==> src/include/lfp_pkg.sv <==
// Constants and carrier types for the LED driver fault protection block
package lfp_pkg;
  localparam int CLK_MHZ = 250;
  localparam int BLANK_NS = 50;
  localparam int BLANK_CYC = (BLANK_NS * CLK_MHZ + 999) / 1000;
  localparam int SHORT_QUAL_NS = 1000;
  localparam int SHORT_QUAL_CYC = (SHORT_QUAL_NS * CLK_MHZ + 999) / 1000;
  localparam int RETRY_WIN_US = 20;
  localparam int RETRY_WIN_CYC = RETRY_WIN_US * CLK_MHZ;
  localparam int STARTUP_US = 300;
  localparam int STARTUP_CYC = STARTUP_US * CLK_MHZ;
  localparam int STARTUP_SW_CYC = 64;
  localparam int HICCUP_SW_CYC = 8192;
  localparam int BB_SHORT_SW_CYC = 8192;
  localparam int TW = 17;
  localparam logic [TW-1:0] T_ZERO = 17'h0_0000;
  localparam logic [TW-1:0] T_ONE = 17'h0_0001;

  // Qualified comparator indications from the analog front end
  typedef struct packed {
    logic over_volt;
    logic over_temp;
    logic boost_short;
    logic bb_short;
    logic cs_trip;
  } lfp_sense_t;

  // Gate and flag drive bundle
  typedef struct packed {
    logic gate;
    logic dim_n;
    logic comp_conn;
    logic flt_oe;
  } lfp_drive_t;
endpackage

==> src/verilog/lfp_core.sv <==
// LED driver protection, hiccup and fault sequencing core
`timescale 1ns/1ps
module lfp_core #(
  parameter int STARTUP_CYCLES = lfp_pkg::STARTUP_CYC, // Startup delay in core clocks
  parameter int RETRY_CYCLES = lfp_pkg::RETRY_WIN_CYC, // Retry window in core clocks
  parameter int HICCUP_CYCLES = lfp_pkg::HICCUP_SW_CYC, // Hiccup length, switch cycles
  parameter int BB_CYCLES = lfp_pkg::BB_SHORT_SW_CYC // Buck-boost count limit
) (
  input wire logic core_clk, // 250 MHz clock
  input wire logic rst, // Async reset, active high
  input wire logic sw_tick, // One-cycle pulse at each switching cycle start
  input wire logic supply_lockout, // High while supply is below threshold
  input wire logic pulse_dim_input, // Dimming pin level
  input wire lfp_pkg::lfp_sense_t sense, // Comparator indications (pins)
  output logic switch_gate_drive, // Switch gate enable
  output logic dim_gate_out_n, // Dim gate, high turns dim FET off
  output logic comp_connect, // Error amp to compensation switch
  output logic fault_flag_n_out, // Fault flag pin output (always 0)
  output logic fault_flag_n_oe // Fault flag pull-down enable
);
  import lfp_pkg::*;

  typedef enum logic [1:0] {ST_START, ST_RUN, ST_HICCUP, ST_RETRY} lfp_state_t;

  lfp_state_t state;
  logic [TW-1:0] tmr;
  logic [TW-1:0] sw_cnt;
  logic [TW-1:0] qual_cnt;
  logic [TW-1:0] blank_cnt;
  logic [TW-1:0] bb_cnt;
  logic [4:0] s1, s2, s3, sq;
  logic [1:0] d1, d2, d3;
  logic dim_q, supply_lockout_q;
  logic bb_flag, retry_flag, on_pulse;
  logic prot, short_qual, blanked;

  // Three-stage sync; a change counts when stages two and three agree
  always_ff @(posedge core_clk or posedge rst) begin
    if (rst) begin
      s1 <= 5'h00;
      s2 <= 5'h00;
      s3 <= 5'h00;
      d1 <= 2'h3;
      d2 <= 2'h3;
      d3 <= 2'h3;
    end else begin
      s1 <= sense;
      s2 <= s1;
      s3 <= s2;
      d1 <= {pulse_dim_input, supply_lockout};
      d2 <= d1;
      d3 <= d2;
    end
  end

  // Qualified levels
  always_ff @(posedge core_clk or posedge rst) begin
    if (rst) begin
      sq <= 5'h00;
      dim_q <= 1'b1;
      supply_lockout_q <= 1'b1;
    end else begin
      for (int i = 0; i < 5; i++) begin
        if (s2[i] == s3[i]) sq[i] <= s3[i];
      end
      if (d2[1] == d3[1]) dim_q <= d3[1];
      if (d2[0] == d3[0]) supply_lockout_q <= d3[0];
    end
  end

  // Field views of the qualified sense vector
  logic ov, ot, bst, bbs, cst;
  assign ov = sq[4];
  assign ot = sq[3];
  assign bst = sq[2];
  assign bbs = sq[1];
  assign cst = sq[0];

  // Boost short must persist one microsecond
  always_ff @(posedge core_clk or posedge rst) begin
    if (rst) qual_cnt <= T_ZERO;
    else if (!bst || state == ST_HICCUP) qual_cnt <= T_ZERO;
    else if (qual_cnt < TW'(SHORT_QUAL_CYC)) qual_cnt <= qual_cnt + T_ONE;
  end
  assign short_qual = (qual_cnt >= TW'(SHORT_QUAL_CYC));

  // Startup, hiccup and retry sequencing
  always_ff @(posedge core_clk or posedge rst) begin
    if (rst) begin
      state <= ST_START;
      tmr <= T_ZERO;
      sw_cnt <= T_ZERO;
      retry_flag <= 1'b0;
    end else if (supply_lockout_q) begin
      state <= ST_START;
      tmr <= T_ZERO;
      sw_cnt <= T_ZERO;
      retry_flag <= 1'b0;
    end else begin
      case (state)
        ST_START: begin
          if (tmr < TW'(STARTUP_CYCLES)) tmr <= tmr + T_ONE;
          else if (sw_tick) sw_cnt <= sw_cnt + T_ONE;
          if (sw_tick && tmr >= TW'(STARTUP_CYCLES) &&
              sw_cnt == TW'(STARTUP_SW_CYC - 1)) begin
            state <= ST_RUN;
            sw_cnt <= T_ZERO;
          end
        end
        ST_RUN: begin
          if (short_qual) begin
            state <= ST_HICCUP;
            sw_cnt <= T_ZERO;
            retry_flag <= 1'b1;
          end
        end
        ST_HICCUP: begin
          if (sw_tick) sw_cnt <= sw_cnt + T_ONE;
          if (sw_tick && sw_cnt == TW'(HICCUP_CYCLES - 1)) begin
            state <= ST_RETRY;
            tmr <= T_ZERO;
          end
        end
        ST_RETRY: begin
          if (short_qual) begin
            state <= ST_HICCUP;
            sw_cnt <= T_ZERO;
          end else if (tmr == TW'(RETRY_CYCLES - 1)) begin
            state <= ST_RUN;
            retry_flag <= 1'b0;
          end else begin
            tmr <= tmr + T_ONE;
          end
        end
        default: state <= ST_START;
      endcase
    end
  end

  // Buck-boost up/down counter, saturating, with hysteretic flag
  always_ff @(posedge core_clk or posedge rst) begin
    if (rst) begin
      bb_cnt <= T_ZERO;
      bb_flag <= 1'b0;
    end else if (sw_tick) begin
      if (bbs) begin
        if (bb_cnt < TW'(BB_CYCLES)) bb_cnt <= bb_cnt + T_ONE;
        if (bb_cnt == TW'(BB_CYCLES - 1)) bb_flag <= 1'b1;
      end else begin
        if (bb_cnt > T_ZERO) bb_cnt <= bb_cnt - T_ONE;
        if (bb_cnt == T_ONE) bb_flag <= 1'b0;
      end
    end
  end

  // Overvoltage, overtemperature and any state other than run or retry override dimming
  assign prot = ov | ot | (state != ST_RUN && state != ST_RETRY);

  // Leading-edge blanking counter restarts each switching cycle
  always_ff @(posedge core_clk or posedge rst) begin
    if (rst) blank_cnt <= T_ZERO;
    else if (sw_tick) blank_cnt <= T_ZERO;
    else if (blank_cnt < TW'(BLANK_CYC)) blank_cnt <= blank_cnt + T_ONE;
  end
  assign blanked = (blank_cnt < TW'(BLANK_CYC));

  // On-pulse: set at cycle start, ended by unblanked current trip
  always_ff @(posedge core_clk or posedge rst) begin
    if (rst) on_pulse <= 1'b0;
    else if (sw_tick) on_pulse <= 1'b1;
    else if (cst && !blanked) on_pulse <= 1'b0;
  end

  // Registered pin drive; protection wins over the dim input
  always_ff @(posedge core_clk or posedge rst) begin
    if (rst) begin
      switch_gate_drive <= 1'b0;
      dim_gate_out_n <= 1'b1;
      comp_connect <= 1'b0;
    end else begin
      switch_gate_drive <= !prot && dim_q && on_pulse && !(cst && !blanked);
      dim_gate_out_n <= prot || !dim_q;
      comp_connect <= !prot && dim_q;
    end
  end

  // Open-drain flag: pull-down enable only, output level fixed low
  always_ff @(posedge core_clk or posedge rst) begin
    if (rst) begin
      fault_flag_n_oe <= 1'b0;
      fault_flag_n_out <= 1'b0;
    end else begin
      fault_flag_n_oe <= ov | ot | bb_flag | retry_flag;
      fault_flag_n_out <= 1'b0;
    end
  end

  AST_OV_GATE: assert property (@(posedge core_clk) disable iff (rst)
    ov |=> !switch_gate_drive && dim_gate_out_n && fault_flag_n_oe)
    else $error("overvoltage did not force outputs");
  AST_OV_CLEAR: assert property (@(posedge core_clk) disable iff (rst)
    $fell(ov) && state == ST_RUN && dim_q && !ot && !bb_flag ##1 !supply_lockout_q
      |-> !dim_gate_out_n && !fault_flag_n_oe)
    else $error("overvoltage clear not released");
  AST_OT: assert property (@(posedge core_clk) disable iff (rst)
    ot |=> !switch_gate_drive && dim_gate_out_n && fault_flag_n_oe)
    else $error("overtemperature did not force outputs");
  AST_HICCUP: assert property (@(posedge core_clk) disable iff (rst)
    state == ST_HICCUP |=> !switch_gate_drive && !comp_connect && fault_flag_n_oe)
    else $error("hiccup outputs wrong");
  AST_HICCUP_START: assert property (@(posedge core_clk) disable iff (rst || supply_lockout_q)
    state == ST_RUN && short_qual |=> state == ST_HICCUP)
    else $error("hiccup not started");
  AST_RETRY_LATCH: assert property (@(posedge core_clk) disable iff (rst)
    state == ST_RETRY |=> fault_flag_n_oe)
    else $error("flag not latched in retry");
  AST_BB_COUNT: assert property (@(posedge core_clk) disable iff (rst)
    bb_cnt <= TW'(BB_CYCLES))
    else $error("buck-boost counter overrun");
  AST_BB_FLAG: assert property (@(posedge core_clk) disable iff (rst)
    $rose(bb_flag) |-> bb_cnt == TW'(BB_CYCLES))
    else $error("buck-boost flag early");
  // Checked one cycle at a time, so the blanking length stays a package constant
  AST_BLANK: assert property (@(posedge core_clk) disable iff (rst)
    blanked && on_pulse && !sw_tick |=> on_pulse)
    else $error("on-pulse ended inside blanking");
  AST_DIM: assert property (@(posedge core_clk) disable iff (rst)
    !dim_q |=> !switch_gate_drive && dim_gate_out_n && !comp_connect)
    else $error("dim low did not disable");

  COV_HICCUP: cover property (@(posedge core_clk) state == ST_HICCUP ##1 state == ST_RETRY);
  COV_RETRY_OK: cover property (@(posedge core_clk) state == ST_RETRY ##1 state == ST_RUN);
  COV_REENTRY: cover property (@(posedge core_clk) state == ST_RETRY ##1 state == ST_HICCUP);
  COV_BB: cover property (@(posedge core_clk) $rose(bb_flag));
  COV_TRIP: cover property (@(posedge core_clk) $fell(on_pulse) && !sw_tick);
endmodule

==> config.mk <==
export PLATFORM = sky130hd
export DESIGN_NAME = lfp_core
export DESIGN_NICKNAME = d
export VERILOG_FILES = /design/src/include/lfp_pkg.sv /design/src/verilog/lfp_core.sv
export SDC_FILE = /design/constraint.sdc
export NUM_CORES = 1
export LEC_CHECK = 0
export ABC_CLOCK_PERIOD_IN_PS = 5900
export BUFFER_PORTS_ARGS = -buffer_cell sky130_fd_sc_hd__clkbuf_2
export CORE_ASPECT_RATIO = 0.75
export CORE_UTILIZATION = 62
export CTS_CLUSTER_SIZE = 8
export DETAILED_ROUTE_END_ITERATION = 8
export GPL_TIMING_DRIVEN = 0
export PLACE_DENSITY = 0.88
export SLEW_MARGIN = 20
export SYNTH_ARGS = -nofsm -noshare
export SYNTH_HDL_FRONTEND = slang
export SYNTH_SLANG_ARGS = --single-unit
==> constraint.sdc <==
create_clock -name core_clk -period 5.9 [get_ports core_clk]
set_clock_uncertainty 0.05 [all_clocks]
set_input_delay 0 -clock core_clk [delete_from_list [all_inputs] [get_ports core_clk]]
set_output_delay 0 -clock core_clk [all_outputs]
set_load 0.05 [all_outputs]
[Yosys cells after proc, flatten, opt, wreduce, memory -nomap -nowiden]
Cells that the tools add are included.
Word-level totals
  register bits: 122
  latch bits: 0
  RAM bits: 0
  ROM bits: 0
  input port bits: 10
  memories: 0
Operators by class
  $add $sub $neg: 6
  multiply operators: 0
  div/mod/pow operators: 0
  $lt $le $gt $ge: 7
  eq/ne operators: 29
  shifts and indexed selects: 0
  muxes and demuxes: 36
  bitwise operators: 4
  reductions and logical operators: 30
Operators with widths (count)
  $mux 17: 17
  $pmux 17 s3: 2
  $add 17x1->17 const B: 5
  $eq 17x13->1 const B: 3
  $ne 3x3->1 const B: 6
  $eq 17x1->1 const B: 1
  $eq 17x6->1 const B: 1
  $ge 17x17->1 const B: 1
  $ge 17x8->1 const B: 1
  $gt 17x1->1 const B: 1
  $lt 17x14->1 const B: 1
  $lt 17x17->1 const B: 1
  $lt 17x4->1 const B: 1
  $lt 17x8->1 const B: 1
  $sub 17x1->17 const B: 1
  $mux 2: 6
  $reduce_bool 2->1: 5
  $mux 1: 9
  $logic_and 1x1->1: 8
  $ne 4x4->1 const B: 2
  $pmux 2 s4: 1
  $reduce_and 4->1: 2
  $eq 1x1->1: 7
  $ne 2x1->1 const B: 3
  other kinds (16): 26

[Longest topological paths before layout]
  word-level depth: 7
  mapped depth: 9

[Worst setup path after synthesis]
No wires, ideal clock.
  path kind: register -> register
  start point: reg sw_cnt[16]
  end point: reg sw_cnt[2]
  library setup time: 0.130 ns
  arrival time: 2.100 ns
  path slack: 3.619 ns
  cell stages (with the launch flop): 8
  period minus slack after synthesis: 2.281 ns
  cell sequence: dfrtp_1 -> or4_4 -> or4_4 -> nor3_4 -> a31oi_2 -> nand3_4 -> buf_8 -> o31ai_2
Between the ends
  word-level cells in the longest chain between the ends: 5
  elaborated cells on any way between the ends: 7
RTL lines
  from (decl): RTL line lfp_core.sv:27  | logic [TW-1:0] sw_cnt;
  from (signal assigned): RTL line lfp_core.sv:103  | else if (sw_tick) sw_cnt <= sw_cnt + T_ONE;
  from (signal assigned): RTL line lfp_core.sv:118  | if (sw_tick) sw_cnt <= sw_cnt + T_ONE;
  $eq 17x6->1 *: RTL line lfp_core.sv:105  | sw_cnt == TW'(STARTUP_SW_CYC - 1)) begin
  $logic_and 1x1->1 *: RTL line lfp_core.sv:104  | if (sw_tick && tmr >= TW'(STARTUP_CYCLES) &&
  $mux 17: RTL line lfp_core.sv:104
  $pmux 17 s3: RTL line lfp_core.sv:100  | case (state)
  $mux 17: RTL line lfp_core.sv:94  | end else if (supply_lockout_q) begin
Every way passes the cells marked *; elsewhere a longest branch is shown, timed or not.
A chain may end at the register's enable or synchronous reset.

[Worst setup path after layout]
  start point: reg tmr[14]
  end point: reg tmr[15]
Between the ends
  word-level cells in the longest chain between the ends: 5
  elaborated cells on any way between the ends: 11
RTL lines
  from (decl): RTL line lfp_core.sv:26  | logic [TW-1:0] tmr;
  from (signal assigned): RTL line lfp_core.sv:102  | if (tmr < TW'(STARTUP_CYCLES)) tmr <= tmr + T_ONE;
  from (signal assigned): RTL line lfp_core.sv:132  | tmr <= tmr + T_ONE;
  $add 17x1->17: RTL line lfp_core.sv:102, lfp_core.sv:132
  $mux 17: RTL line lfp_core.sv:128  | end else if (tmr == TW'(RETRY_CYCLES - 1)) begin
  $mux 17: RTL line lfp_core.sv:125  | if (short_qual) begin
  $pmux 17 s3: RTL line lfp_core.sv:100
  $mux 17: RTL line lfp_core.sv:94
Parallel ways exist; a longest one is shown, timed or not. The select of a mux whose other input is x is not followed.

==> key figures <==
Logic synthesis
  • Cell taking the most area after synthesis: dfrtp_1
  • Synth top area share: 47.08%
  • Post-synth ARST share: between 90% and 100%
  • EDFF count, synth: 0
  • Synth area leaders: dfrtp_1, dfstp_2, nor2_1
  • Syn_nets: roughly 600
  • Synthesized cell area: about 0.0060 mm2
  • Synth Warn #: 0
  • Ys flop type: dfrtp_1
  • Post-Syn Area per Cell: between 10 and 15 um2
  • Register area share after synthesis: 51.02%
  • Netlist cell types: 69
  • Top-count cell post-synth: dfrtp_1
  • Register bit total from synthesis: ~120
  • Syn Inst Count: slightly below 600
  • Commonest cells in the synthesized netlist: dfrtp_1, nor2_1, nand2_1

Clocking
  • Worst-case clock buffer depth: 2
  • Total CTS buffers: 17
  • Root Driver: clkbuf_16
  • TritonCTS clock tree: done
  • Total clock sinks: ~120
  • Worst skew pair latency: just over 400 ps
  • Clock transition at path regs: 60 ps
  • Postcts setup bufs: 0
  • H-Tree Level Count: 4

Detailed routing
  • Vias after detailed routing: between 4,000 and 5,000
  • Post-Route WL: about 13,000 um
  • Final ANT Viol Nets: 0
  • First-pass DRT Iterations: 5
  • # DRC: 0
  • WL/cell: approximately 18 um
  • Number of vias per cell: roughly 6.3
  • DR iter-0 viols: between 400 and 500

Layout
  • Design Area, Final: between 0.006 and 0.007 mm2
  • Nets@finish: ~640
  • Flip-flop and latch area: between 0.003 and 0.004 mm2
  • Multi-input gate area: about 0.0027 mm2
  • Util after Layout: roughly three quarters
  • Area growth, synth to finish: 15.77%
  • Fill cells: roughly 620
  • Ratio of cells with drive above 1 in the final layout: ~14%
  • Antenna cells: 0

Global routing
  • All-Layer GR Usage: between 20% and 30%
  • Initial antenna violation count: 0
  • First-pass GRT wire length: between 20,000 and 25,000 um
  • Largest net degree at the start of global routing: 86
  • Grt peak-use layer: met2
  • Overflow after GRT: 0
  • Vias in the first global route: about 4,600
  • Met1 GRT Util: 39.61%
  • Met3 global-route usage: approximately 7.4%
  • GRT met2 Usage: roughly 47%

Die
  • Starting Density: about two thirds
  • Full die area: around 0.010 mm2
  • Die height: a little under 90 um
  • FP Rows: 30
  • Width of the die: around 120 um
  • CORE AREA: 0.009234 mm2
  • Top-level I/O count: 15

Critical path
  • Critical Path RT: 6140 ps
  • Crit path DAT: between 3000 and 4000 ps
  • Critical-path maximum fanout: 10
  • CP startpoint kind: flop
  • CP Class: flop to flop
  • Worst reg-to-reg setup slack: 3080 ps
  • Endpoint class of the critical path: flop

Placement
  • Gpl congestion: 0.8997
  • Placed Area: 0.006264 mm2
  • Detailed placement HPWL: between 8000 and 9000 um
  • Buffers on Ports: 13
  • Pre-CTS setup slack: between 3000 and 4000 ps

Timing
  • Final setup violation count: 0
  • Tightest Pin Transition: ~1100 ps
  • Final Slew Violations: 0
  • Fmax: around 350 MHz
  • Final worst slack: 3076 ps
  • Setup TNS: 0 ps
  • Unrepaired setup endpoints after global routing: false
  • Period minus WS final: about 2800 ps
  • Period utilization: 47.86%
  • Hold Vio Cnt, Final: 0
  • Relative slew slack: 27.24%

Worst hold path
  • Worst hold path class: input port to async pin

Power and ir drop
  • Leak Pwr: 0.002986 uW
  • PwrDens: 359.6 mW/mm2
  • VDD IR max: about 520 uV

Run status
  • Status: completed

Flow run
  • Maxcap violations: 0
-- layout make-up --
cell class	instances	area share (%)
Buffer	26	1.800
Clock buffer	18	6.316
Clock inverter	14	2.447
Inverter	18	1.044
Multi-Input combinational cell	412	39.54
Sequential cell	122	44.07
Tap cell	128	2.303
Timing Repair Buffer	22	2.483
-- critical path: stages, from the launching register on --
cell,delay (ps)
dfrtp_1,360
clkbuf_1,210
nor3_1,460
nand3_1,220
o21ai_2,310
o21a_1,340
clkbuf_1,470
o21ai_0,160
o311ai_0,120
-- per-layer routing --
layer  share of wire [%]  wire length [um]
met1                  44              5905
met2                  47              6285
met3                 6.4               859
met4                 2.5               337
met5                   0                 0
-- flip-flops by register name (all words and copies together), names as in the netlist, 2 cells and up --
register   cells
s1             5
qual_cnt      17
tmr           17
d2             2
d3             2
sq             5
d1             2
state          2
s2             5
s3             5
blank_cnt     17
sw_cnt        17
bb_cnt        17
-- cells by family (layout without fill, tap and decap cells) --
logic type / Yosys count / count (layout) / share of synthesized area (%)
and+or+nand+nor: 231 / 231 / 21.21
buffers and inverters: 44 / 98 / 3.208
other: 1 / 1 / 0.06244
adders and majority gates: 22 / 22 / 4.292
xor gates and xnor gates: 25 / 25 / 3.646
muxes: 3 / 3 / 0.5000
DFF: 122 / 122 / 51.02
AOI/OAI and AO/OA: 130 / 130 / 16.06
-- stage by stage --
stage / hold WS [ps] / power, uW / instances
2_1_floorplan: -45.52 / 1329 / 578
3_3_place_gp: 39.96 / 1408 / 719
3_5_place_dp: -43.46 / 1438 / 720
4_1_cts: 75.20 / 2500 / 760
5_1_grt: 94.92 / 2608 / 760
6_report: 74.98 / 2501 / 760
-- power breakdown --
part / internal (uW) / total [uW] / switching (uW)
clock: 675 / 1060 / 380
combinational: 160 / 402 / 242
sequential: 931 / 1040 / 112
total: 1770 / 2500 / 735
-- layout by cell type (no fill, tap or decap), drive strengths merged, types with 9 or more instances in the layout --
cell type  netlist  layout
nor2b           16      16
nand4           16      16
nor2            52      52
nand3           26      26
o21ai           19      19
and3            12      12
o31ai           22      22
xor2            15      15
nand2           31      31
clkbuf          19      50
a21oi           25      25
o41ai           18      18
dfrtp          113     113
ha              15      15
nor3            16      16
and2            18      18
inv             18      20
dfstp            9       9
a31oi           12      12
xnor2           10      10
-- timing repair --
action / CTS / global route
hold buffers: 8 / 0
resized for setup: 0 / 0
hold endpoints to repair: 124 / 0
-- final timing paths --
path,from,end,cells after the start
max,tmr[14],tmr[15],8
max in group asynchronous,rst,dim_gate_out_n,4
min,rst,bb_cnt[4],3
min reg2reg,s1[1],s2[1],0
min in group core_clk,sw_tick,blank_cnt[13],3
max reg2reg,tmr[14],tmr[15],8
Note: power is estimated with default switching activity, not from simulation.
